==> src/pkg/sdam_pkg.sv <==
package sdam_pkg;

   // ==========================================================================
   // Address and field widths
   localparam int unsigned ADDR_W     = 28;
   localparam int unsigned ROW_W_MAX  = 13;
   localparam int unsigned COL_W_MAX  = 11;
   localparam int unsigned BANK_W     = 2;
   localparam int unsigned LANE_W     = 4;

   // ==========================================================================
   // Geometry encodings
   typedef enum logic [0:0] {
      SDAM_BUS_16 = 1'h0,
      SDAM_BUS_32 = 1'h1
   } sdam_bus_e;

   typedef enum logic [1:0] {
      SDAM_ROWS_2K = 2'h0,
      SDAM_ROWS_4K = 2'h1,
      SDAM_ROWS_8K = 2'h2
   } sdam_rows_e;

   typedef enum logic [1:0] {
      SDAM_COLS_256  = 2'h0,
      SDAM_COLS_512  = 2'h1,
      SDAM_COLS_1024 = 2'h2,
      SDAM_COLS_2048 = 2'h3
   } sdam_cols_e;

   // Access sizes
   typedef enum logic [1:0] {
      SDAM_SIZE_BYTE = 2'h0,
      SDAM_SIZE_HALF = 2'h1,
      SDAM_SIZE_WORD = 2'h2
   } sdam_size_e;

   // ==========================================================================
   // Field bases and widths
   localparam logic [4:0] COL_BASE_32 = 5'h02;
   localparam logic [4:0] COL_BASE_16 = 5'h01;
   localparam logic [4:0] ROW_W_2K    = 5'h0B;
   localparam logic [4:0] COL_W_256   = 5'h08;
   localparam logic [LANE_W-1:0] LANES_NONE = 4'h0;
   localparam logic [LANE_W-1:0] LANE_BYTE  = 4'h1;
   localparam logic [LANE_W-1:0] LANE_HALF  = 4'h3;
   localparam logic [LANE_W-1:0] LANE_WORD  = 4'hF;

endpackage

==> src/hw/sdam_mapper.sv <==
`timescale 1ns/1ps
module sdam_mapper
   import sdam_pkg::*;
(
   // Clock and reset
   input  wire logic                         clk_i,
   input  wire logic                         rstn_i,
   // Geometry configuration
   input  wire sdam_pkg::sdam_bus_e          cfg_bus_i,
   input  wire sdam_pkg::sdam_rows_e         cfg_rows_i,
   input  wire sdam_pkg::sdam_cols_e         cfg_cols_i,
   // Request from system bus master
   input  wire logic                         req_valid_i,
   input  wire logic [sdam_pkg::ADDR_W-1:0]  req_addr_i,
   input  wire sdam_pkg::sdam_size_e         req_size_i,
   // Decomposed address toward the command sequencer
   output logic                              map_valid_o,
   output logic [sdam_pkg::ROW_W_MAX-1:0]    map_row_o,
   output logic [sdam_pkg::COL_W_MAX-1:0]    map_col_o,
   output logic [1:0]                        map_byte_offset_o,
   output logic                              halfword_byte_offset_o,
   output logic [sdam_pkg::BANK_W-1:0]       memory_group_field_o,
   output logic                              memory_group_select_high_o,
   output logic                              memory_group_select_low_o,
   output logic [sdam_pkg::LANE_W-1:0]       map_lanes_o
);
   import sdam_pkg::*;

   // ==========================================================================
   // Reset release
   logic [1:0] rst_sync_q;
   logic       rst_n;

   // Async assert, two-flop release
   always_ff @(posedge clk_i or negedge rstn_i)
   begin
      if (!rstn_i)
         rst_sync_q <= 2'h0;
      else
         rst_sync_q <= {rst_sync_q[0], 1'b1};
   end
   assign rst_n = rst_sync_q[1];

   // ==========================================================================
   // Geometry helpers
   function automatic logic [4:0] row_width(input sdam_rows_e r);
      row_width = ROW_W_2K + 5'(r);
   endfunction

   function automatic logic [4:0] col_width(input sdam_cols_e c);
      col_width = COL_W_256 + 5'(c);
   endfunction

   // Mask of the low n bits
   function automatic logic [ADDR_W-1:0] low_mask(input logic [4:0] n);
      low_mask = ~({ADDR_W{1'b1}} << n);
   endfunction

   // ==========================================================================
   // State
   typedef struct packed {
      logic                    valid;
      logic [ROW_W_MAX-1:0]    row;
      logic [COL_W_MAX-1:0]    col;
      logic [1:0]              offs;
      logic                    hoffs;
      logic [BANK_W-1:0]       bank;
      logic [LANE_W-1:0]       lanes;
   } sdam_state_s;

   sdam_state_s st_q;
   sdam_state_s st_d;

   logic [LANE_W-1:0] lanes;
   logic [4:0]        col_base;
   logic [4:0]        col_w;
   logic [4:0]        row_w;
   logic [4:0]        row_base;
   logic [4:0]        bank_base;

   // Lane selection is shared with other paths, kept in its own leaf
   sdam_lane_dec u_lane_dec
   (
      .bus_i   (cfg_bus_i),
      .size_i  (req_size_i),
      .offs_i  (req_addr_i[1:0]),
      .lanes_o (lanes)
   );

   // Field positions from geometry
   assign col_base  = (cfg_bus_i == SDAM_BUS_32) ? COL_BASE_32 : COL_BASE_16;
   assign col_w     = col_width(cfg_cols_i);
   assign row_w     = row_width(cfg_rows_i);
   assign row_base  = col_base + col_w;
   assign bank_base = row_base + row_w;

   // ==========================================================================
   // Next state: split the address when a request arrives, else hold fields
   // Fields are held so the sequencer sees stable lines between requests
   always_comb
   begin
      logic [ADDR_W-1:0] a;
      a    = req_addr_i;
      st_d = st_q;
      st_d.valid = req_valid_i;
      if (req_valid_i)
      begin
         st_d.col  = COL_W_MAX'((a >> col_base) & low_mask(col_w));
         st_d.row  = ROW_W_MAX'((a >> row_base) & low_mask(row_w));
         st_d.bank = BANK_W'(a >> bank_base);
         st_d.offs = (cfg_bus_i == SDAM_BUS_32) ? a[1:0] : {1'b0, a[0]};
         st_d.hoffs = a[0];
         st_d.lanes = lanes;
      end
   end

   // Register the state
   always_ff @(posedge clk_i or negedge rst_n)
   begin
      if (!rst_n)
         st_q <= '0;
      else
         st_q <= st_d;
   end

   // ==========================================================================
   // Outputs straight from flops
   assign map_valid_o                = st_q.valid;
   assign map_row_o                  = st_q.row;
   assign map_col_o                  = st_q.col;
   assign map_byte_offset_o          = st_q.offs;
   assign halfword_byte_offset_o     = st_q.hoffs;
   assign memory_group_field_o       = st_q.bank;
   assign memory_group_select_high_o = st_q.bank[1];
   assign memory_group_select_low_o  = st_q.bank[0];

   assign map_lanes_o                = st_q.lanes;

   // ==========================================================================
   // Checks
   AST_COL32: assert property (@(posedge clk_i) disable iff (!rst_n)
      req_valid_i && cfg_bus_i == SDAM_BUS_32 && cfg_cols_i == SDAM_COLS_256
      |=> map_col_o == COL_W_MAX'($past(req_addr_i[9:2])))
      else $error("column not at bit 2 on 32-bit bus");

   AST_COL16: assert property (@(posedge clk_i) disable iff (!rst_n)
      req_valid_i && cfg_bus_i == SDAM_BUS_16 && cfg_cols_i == SDAM_COLS_2048
      |=> map_col_o == $past(req_addr_i[11:1]) && halfword_byte_offset_o == $past(req_addr_i[0]))
      else $error("column not at bit 1 on 16-bit bus");

   AST_ROW8K: assert property (@(posedge clk_i) disable iff (!rst_n)
      req_valid_i && cfg_bus_i == SDAM_BUS_32 && cfg_rows_i == SDAM_ROWS_8K
      && cfg_cols_i == SDAM_COLS_256
      |=> map_row_o == $past(req_addr_i[22:10]))
      else $error("8K row field misplaced");

   AST_ROW2K: assert property (@(posedge clk_i) disable iff (!rst_n)
      req_valid_i && cfg_rows_i == SDAM_ROWS_2K |=> map_row_o[12:11] == 2'h0)
      else $error("2K row field too wide");

   AST_BANK: assert property (@(posedge clk_i) disable iff (!rst_n)
      req_valid_i && cfg_bus_i == SDAM_BUS_16 && cfg_rows_i == SDAM_ROWS_4K
      && cfg_cols_i == SDAM_COLS_512
      |=> memory_group_field_o == $past(req_addr_i[23:22]))
      else $error("bank field misplaced");

   AST_PINS: assert property (@(posedge clk_i) disable iff (!rst_n)
      {memory_group_select_high_o, memory_group_select_low_o} == memory_group_field_o)
      else $error("bank select pins swapped");

   AST_ALIAS: assert property (@(posedge clk_i) disable iff (!rst_n)
      req_valid_i && cfg_bus_i == SDAM_BUS_32 && cfg_rows_i == SDAM_ROWS_2K
      && cfg_cols_i == SDAM_COLS_256 ##1 req_valid_i && $stable(cfg_bus_i)
      && $stable(cfg_rows_i) && $stable(cfg_cols_i)
      && req_addr_i[22:0] == $past(req_addr_i[22:0])
      |=> $stable(memory_group_field_o) && $stable(map_row_o))
      else $error("upper address bits do not alias");

   AST_LANES: assert property (@(posedge clk_i) disable iff (!rst_n)
      req_valid_i && cfg_bus_i == SDAM_BUS_32 && req_size_i == SDAM_SIZE_BYTE
      |=> map_lanes_o == (LANE_BYTE << $past(req_addr_i[1:0])))
      else $error("byte lane wrong");

   AST_OFFS: assert property (@(posedge clk_i) disable iff (!rst_n)
      req_valid_i && cfg_bus_i == SDAM_BUS_32 |=> map_byte_offset_o == $past(req_addr_i[1:0]))
      else $error("word byte offset wrong");

   AST_HOLD: assert property (@(posedge clk_i) disable iff (!rst_n)
      !req_valid_i |=> !map_valid_o && $stable(map_row_o) && $stable(map_col_o))
      else $error("fields changed without request");

   // The sequencer may sample bank, offset and lanes late, so they must hold too
   AST_HOLDB: assert property (@(posedge clk_i) disable iff (!rst_n)
      !req_valid_i |=> $stable(memory_group_field_o) && $stable(map_byte_offset_o)
      && $stable(map_lanes_o))
      else $error("bank, offset or lanes changed without request");

   AST_LANES16: assert property (@(posedge clk_i) disable iff (!rst_n)
      req_valid_i && cfg_bus_i == SDAM_BUS_16 && req_size_i == SDAM_SIZE_BYTE
      |=> map_lanes_o == (LANE_BYTE << $past(req_addr_i[0])))
      else $error("byte lane wrong on 16-bit bus");

   // Unused column lines must stay low or the device sees a wrong column
   AST_COLHI: assert property (@(posedge clk_i) disable iff (!rst_n)
      req_valid_i && cfg_cols_i == SDAM_COLS_256 |=> map_col_o[10:8] == 3'h0)
      else $error("256-column field too wide");

   COV_32: cover property (@(posedge clk_i) disable iff (!rst_n)
      req_valid_i && cfg_bus_i == SDAM_BUS_32 && cfg_rows_i == SDAM_ROWS_8K);
   COV_16: cover property (@(posedge clk_i) disable iff (!rst_n)
      req_valid_i && cfg_bus_i == SDAM_BUS_16 && cfg_cols_i == SDAM_COLS_2048);
   COV_B2B: cover property (@(posedge clk_i) disable iff (!rst_n)
      req_valid_i ##1 req_valid_i);
   COV_ALIAS: cover property (@(posedge clk_i) disable iff (!rst_n)
      req_valid_i && req_addr_i[22:0] == 23'h0 ##1 req_valid_i && req_addr_i[27:23] != 5'h0);

endmodule

==> src/hw/sdam_lane_dec.sv <==
`timescale 1ns/1ps
module sdam_lane_dec
   import sdam_pkg::*;
(
   // Access description
   input  wire sdam_bus_e           bus_i,
   input  wire sdam_size_e          size_i,
   input  wire logic [1:0]          offs_i,
   // Active byte lanes, high = lane used
   output logic [sdam_pkg::LANE_W-1:0] lanes_o
);

   // ==========================================================================
   // Lane decode
   // Half-word offsets ignore bit 0; misaligned halves are forced aligned
   always_comb
   begin
      logic [LANE_W-1:0] base;
      base = LANES_NONE;
      unique case (size_i)
         SDAM_SIZE_BYTE: base = LANE_BYTE << offs_i;
         SDAM_SIZE_HALF: base = LANE_HALF << {offs_i[1], 1'b0};
         SDAM_SIZE_WORD: base = LANE_WORD;
         default:        base = LANES_NONE;
      endcase
      // A 16-bit bus only has two lanes; bit 1 of the offset is not a lane
      if (bus_i == SDAM_BUS_16)
      begin
         unique case (size_i)
            SDAM_SIZE_BYTE: base = LANE_BYTE << offs_i[0];
            SDAM_SIZE_HALF: base = LANE_HALF;
            SDAM_SIZE_WORD: base = LANE_HALF;
            default:        base = LANES_NONE;
         endcase
      end
      lanes_o = base;
   end

endmodule

==> config.mk <==
export PLATFORM = sky130hd
export DESIGN_NAME = sdam_mapper
export DESIGN_NICKNAME = d
export VERILOG_FILES = /design/src/pkg/sdam_pkg.sv /design/src/hw/sdam_mapper.sv /design/src/hw/sdam_lane_dec.sv
export SDC_FILE = /design/constraint.sdc
export NUM_CORES = 1
export LEC_CHECK = 0
export ABC_AREA = 1
export BUFFER_PORTS_ARGS = -buffer_cell sky130_fd_sc_hd__buf_4
export CORE_ASPECT_RATIO = 0.7
export CORE_UTILIZATION = 40
export DETAILED_ROUTE_END_ITERATION = 12
export PLACE_DENSITY = 0.67
export SETUP_SLACK_MARGIN = 0.4
export SLEW_MARGIN = 25
export SYNTH_ARGS = -nofsm -noshare
export SYNTH_HDL_FRONTEND = slang
export SYNTH_SLANG_ARGS = --single-unit
==> constraint.sdc <==
create_clock -name clk_i -period 1.93 [get_ports clk_i]
set_input_delay 0.193 -clock clk_i [delete_from_list [all_inputs] [get_ports clk_i]]
set_output_delay 0.193 -clock clk_i [all_outputs]
set_load 0.02 [all_outputs]
# After elaboration in Yosys (flattened, before gate mapping)
# Cells that the tools add are included.
# classes
add_sub_neg	4
multipliers	0
n_div	0
order_cmp	0
eq_ne	2
n_shift	8
mux	5
bitwise	4
n_reduce_logical	2
# ops
cell	count
left shift 28 x 5 -> 11 bit (first input constant)	1
left shift 28 x 5 -> 13 bit (first input constant)	1
right shift 28 x 2 -> 11 bit	1
right shift 28 x 5 -> 13 bit	1
right shift 28 x 5 -> 2 bit	1
bitwise AND 13 bit	1
inverter 13 bit	1
case mux 4 bit (3 select lines)	1
bitwise AND 11 bit	1
inverter 11 bit	1
adder 4 x 2 -> 5 bit (first input constant)	2
case mux 4 bit (2 select lines)	1
adder 2 x 5 -> 5 bit	1
adder 5 bit	1
2-to-1 mux 2 bit	2
2-to-1 mux 4 bit	1
left shift 1 x 1 -> 4 bit (first input constant)	1
left shift 1 x 2 -> 4 bit (first input constant)	1
left shift 2 x 2 -> 4 bit (first input constant)	1
equality test 2 x 1 -> 1 bit (second input constant)	1
equality test 2 bit (second input constant)	1
zero test 2 bit	1
OR reduction 2 bit	1
# word_totals
reg_bits	36
latchBits	0
ramBits	0
rom_bits	0
input_bits	38
wordCells	33
memories	0

# Logic depth before layout (Yosys ltp)
# depth
ltp_word	4
ltp_mapped	17
mapped_depth_nobuf	14

# By module
# A second synthesis with hierarchy kept.
# hier_totals
cells_unflattened	406
hier_area_um2	2595.0
# by_module_without_submodules
module	n_inst	cells_per_inst	area_each_um2
sdam_mapper	1	368	2399.8
sdam_lane_dec	1	38	195.2

# Worst setup path before layout
# No wires, ideal clock.
# synth_timing
path_type	input -> register
startpoint	input cfg_bus_i
endpoint	register st_q, in the netlist memory_group_field_o[0]
setup_ns	0.077
arrival_ns	2.537
required_time_ns	1.853
setup_slack_ns	-0.684
stages	16
path_buffers	3
cell_sequence	inv_1 > buf_2 > ha_1 > inv_1 > fa_1 > buf_4 > buf_2 > xor2_1 > ha_1 > inv_1 > nand3_1 > nand2_1 > nand2_1 > nand2_1 > nand2_1 > a21oi_1
# synth_between
elab_chain_len	4
# synth_lines
element	line_no	rtl
start: declaration	sdam_mapper.sv:9	input wire sdam_pkg::sdam_bus_e cfg_bus_i,
2-to-1 mux 2 bit	sdam_mapper.sv:91	assign col_base = (cfg_bus_i == SDAM_BUS_32) ? COL_BASE_32 : COL_BASE_16;
adder 2 x 5 -> 5 bit	sdam_mapper.sv:94	assign row_base = col_base + col_w;
adder 5 bit	sdam_mapper.sv:95	assign bank_base = row_base + row_w;
right shift 28 x 5 -> 2 bit	sdam_mapper.sv:110	st_d.bank = BANK_W'(a >> bank_base);
end signal: assignment	sdam_mapper.sv:123	st_q <= st_d;
end: declaration	sdam_mapper.sv:71	sdam_state_s st_q;
# No other way between the ends.
# A chain may end at the register's enable or synchronous reset.

# Final worst setup path
# layout_timing
startpoint	input cfg_cols_i[0]
endpoint	register st_q, in the netlist memory_group_field_o[1]
# layout_between
elab_chain_len	4
# layout_lines
element	line_no	rtl
start: declaration	sdam_mapper.sv:11	input wire sdam_pkg::sdam_cols_e cfg_cols_i,
adder 4 x 2 -> 5 bit	sdam_mapper.sv:51	col_width = COL_W_256 + 5'(c);
adder 2 x 5 -> 5 bit	sdam_mapper.sv:94	
adder 5 bit	sdam_mapper.sv:95	
right shift 28 x 5 -> 2 bit	sdam_mapper.sv:110	
# No other way between the ends.

==> flow_summary.json <==
{
  "worst_hold_path_type": "primary input to flip-flop",
  "groute.usage.overall_pct": 24.0,
  "finalSetupViolCount": 0,
  "number_of_input_and_output_port_buffers_inserted": 73,
  "yosysWarnings": 0,
  "cts_root_buf": "clkbuf_8",
  "timing_max_transition_violations_final": 0,
  "critPathMostFrequentCell": "nand2_1",
  "layout.filler_cells": 556,
  "commonest_non_fill_non_tap_cells_in_the_layout": "nand2_1 (134), buf_4 (89), o21ai_0 (39)",
  "status": "finished, final reports clean",
  "critPathBufInv": 3,
  "worstSetupStartpointType": "primary input",
  "finalWorstPathRequiredPeriod_ns": 1.81,
  "final_wirelength_um": 7260,
  "num_io_pins": 74,
  "unrepaired_setup_endpoints_after_global_routing": "true",
  "grt_first_pass_wirelength_um": 11900,
  "critPathMaxStageDelay_ns": 0.46,
  "dp_hpwl_um": 5240,
  "path_cells": "buf_4 -> ha_4 -> inv_2 -> fa_2 -> xor2_2 -> ha_4 -> buf_4 -> nand3_1 -> nand2_1 -> nand2_1 -> nand2_1 -> nand2_1 -> a21oi_1",
  "post_synthesis_register_bit_count": 35,
  "syn_avg_cell_area_um2": 6.53,
  "die_h_um": 68.2,
  "timing.fmax_mhz": 554,
  "antenna_cells_inserted": 0,
  "via_count": 2755,
  "worst_skew_pair.late_latency_ns": 0.29,
  "grt_overflow": 0,
  "hold_viol_final": 0,
  "drtAntennaViolNets": 0,
  "max-vdd-ir-drop_v": 0.000487,
  "synth_top_flop_cell": "dfrtp_1",
  "ys_seq_area_share_pct": 35.0,
  "critical_path.slowest_cell": "fa_2",
  "bufs_on_longest_clock_path": 2,
  "detailedRoute.firstIterationViolations": 208,
  "crit_arrival_ns": 2.03,
  "final.period_utilization_pct": 93.6,
  "route.detailed.wl_per_inst_um": 13.4,
  "tritoncts.num_buffers": 5,
  "floorplan.die_area_um2": 6580,
  "syn-cell-area_um2": 2500,
  "first_global_vias": 2528,
  "critical_path_required_ns": 2.16,
  "share_of_post_route_cells_with_drive_strength_above_1_pct": 29.1,
  "dieWidth_um": 96.5,
  "syn-num-nets": 432,
  "critical_path.max_fanout": 6,
  "async_reset_ff_share_pct": 100,
  "critical_path.endpoint_type": "flip-flop",
  "power.static_leakage_nw": 1.84,
  "drt-pass1-iter-count": 4,
  "areaGrowthSynthToFinish_pct": 40.5,
  "tritoncts": "built",
  "clock-sinks": 35,
  "clock_pin_slew_on_the_worst_setup_and_hold_paths_ns": 0.08,
  "grt_max_degree": 34,
  "fin_setup_tns_ns": 0,
  "routed_via_density": 5.07,
  "cts-htree-levels": 2,
  "clock_skew_ns": 0.00313,
  "remaining_drc_errors": 0,
  "max_cap_viol_count": 0,
  "number_of_distinct_library_cells_after_synthesis": 26,
  "power.density_nw_per_um2": 800,
  "effective_utilization_at_floorplan_pct": 42.6,
  "post_synth_inst_count": 383,
  "place_congestion": 0.824,
  "layout.cells.most_common": "nand2_1",
  "crit_family": "adder cells",
  "design.final.nets": 516,
  "coreArea_um2": 5870,
  "count_of_flip_flops_with_a_built_in_enable_after_synthesis": 0,
  "antenna_found_initial": 0,
  "timing_worst_setup_path_type": "primary input to flip-flop",
  "rows": 23,
  "finish.utilization_pct": 59.9
}
final timing paths:
kind                            slack, ns                    start  cells past startpoint                       to
worst max-delay path                 0.12            cfg_cols_i[0]                     13  memory_group_field_o[1]
worst min-delay path                 0.14            req_addr_i[0]                      3     map_byte_offset_o[0]
worst max register to register       1.26  memory_group_field_o[0]                      2  memory_group_field_o[0]
worst min register to register       0.28            rst_sync_q[1]                      1             map_col_o[2]
max in group asynchronous            1.34            rst_sync_q[1]                      1             map_row_o[7]
min in group asynchronous            0.21                   rstn_i                      2            rst_sync_q[0]
Yosys cell counts, drive strengths merged, types with 3 or more instances:
master,count,area (um^2)
dfrtp,35,876
nand2,138,518
clkbuf,7,26.3
a31oi,8,50.1
buf,14,85.1
ha,10,125
a21oi,11,55.1
nor2,20,75.1
o21ai,51,259
inv,39,146
o31ai,3,22.5
or2,4,25.0
nand3,36,180
registers in the layout, summed over array words and instances (netlist names):
| signal | cells |
|---|---|
| map_byte_offset_o | 2 |
| map_col_o | 11 |
| map_lanes_o | 4 |
| map_row_o | 13 |
| map_valid_o | 1 |
| memory_group_field_o | 2 |
| rst_sync_q | 2 |
kinds of logic (layout without fill, tap and decap cells):
group	count (synthesis)	after routing	share of synthesized area, %
and+or+nand+nor	200	200	32.3
AOI/OAI and AO/OA	75	75	16.0
buffers and inverters	60	145	10.3
DFF	35	35	35.0
adders and majority gates	11	11	5.80
other	1	1	0.150
xor gates and xnor gates	1	1	0.350
power breakdown:
part / internal [mW] / leakage, nW / total (mW) / switching [mW]
Clock: 0.385 / 0.0581 / 0.678 / 0.293
Sequential: 0.834 / 0.423 / 0.895 / 0.0620
Combinational: 0.523 / 1.36 / 1.24 / 0.717
through the flow:
stage	power [mW]	worst slack [ns]	hold WS [ns]	area (um^2)	std cells
final	2.81	0.124	0.140	3520	543
after global routing	3.00	0.0418	0.150	3520	543
after CTS	2.79	0.142	0.135	3480	542
after detailed placement	2.01	-0.311	-0.0210	3210	525
after global placement	1.99	-0.283	-0.0242	3210	525
after floorplan	1.63	-0.421	-0.103	2580	383
final cells by class:
type                    count  area (um^2)  share of cell area, %
clock inverters             3         43.8                   1.25
repair buffers             98          783                   22.3
multi-input cells         288         1480                   42.2
well taps                  75         93.8                   2.67
flip-flops and latches     35          876                   24.9
inverters                  39          169                   4.80
clock buffers               5         68.8                   1.96
worst reg2reg max path: stages, from the launching register on:
cell     delay (ns)
dfrtp_1        0.40
nor2_1         0.12
a21oi_2        0.04
routing by layer:
layer	vias to the layer above	global-route usage (%)	part of all wire, %
met3	7	4.89	7.1
li1	1396	-	-
met4	0	5.88	0.87
met5	-	0	0
met1	1251	36.0	51
met2	101	34.9	41
what timing repair did:
item	CTS	global route
setup endpoints to repair	15	15
setup buffers	5	1
pin swaps	28	12
hold buffers	1	0
hold endpoints to repair	2	0
resized for setup	26	7
gates cloned	3	0
(Power assumes the default switching activity.)
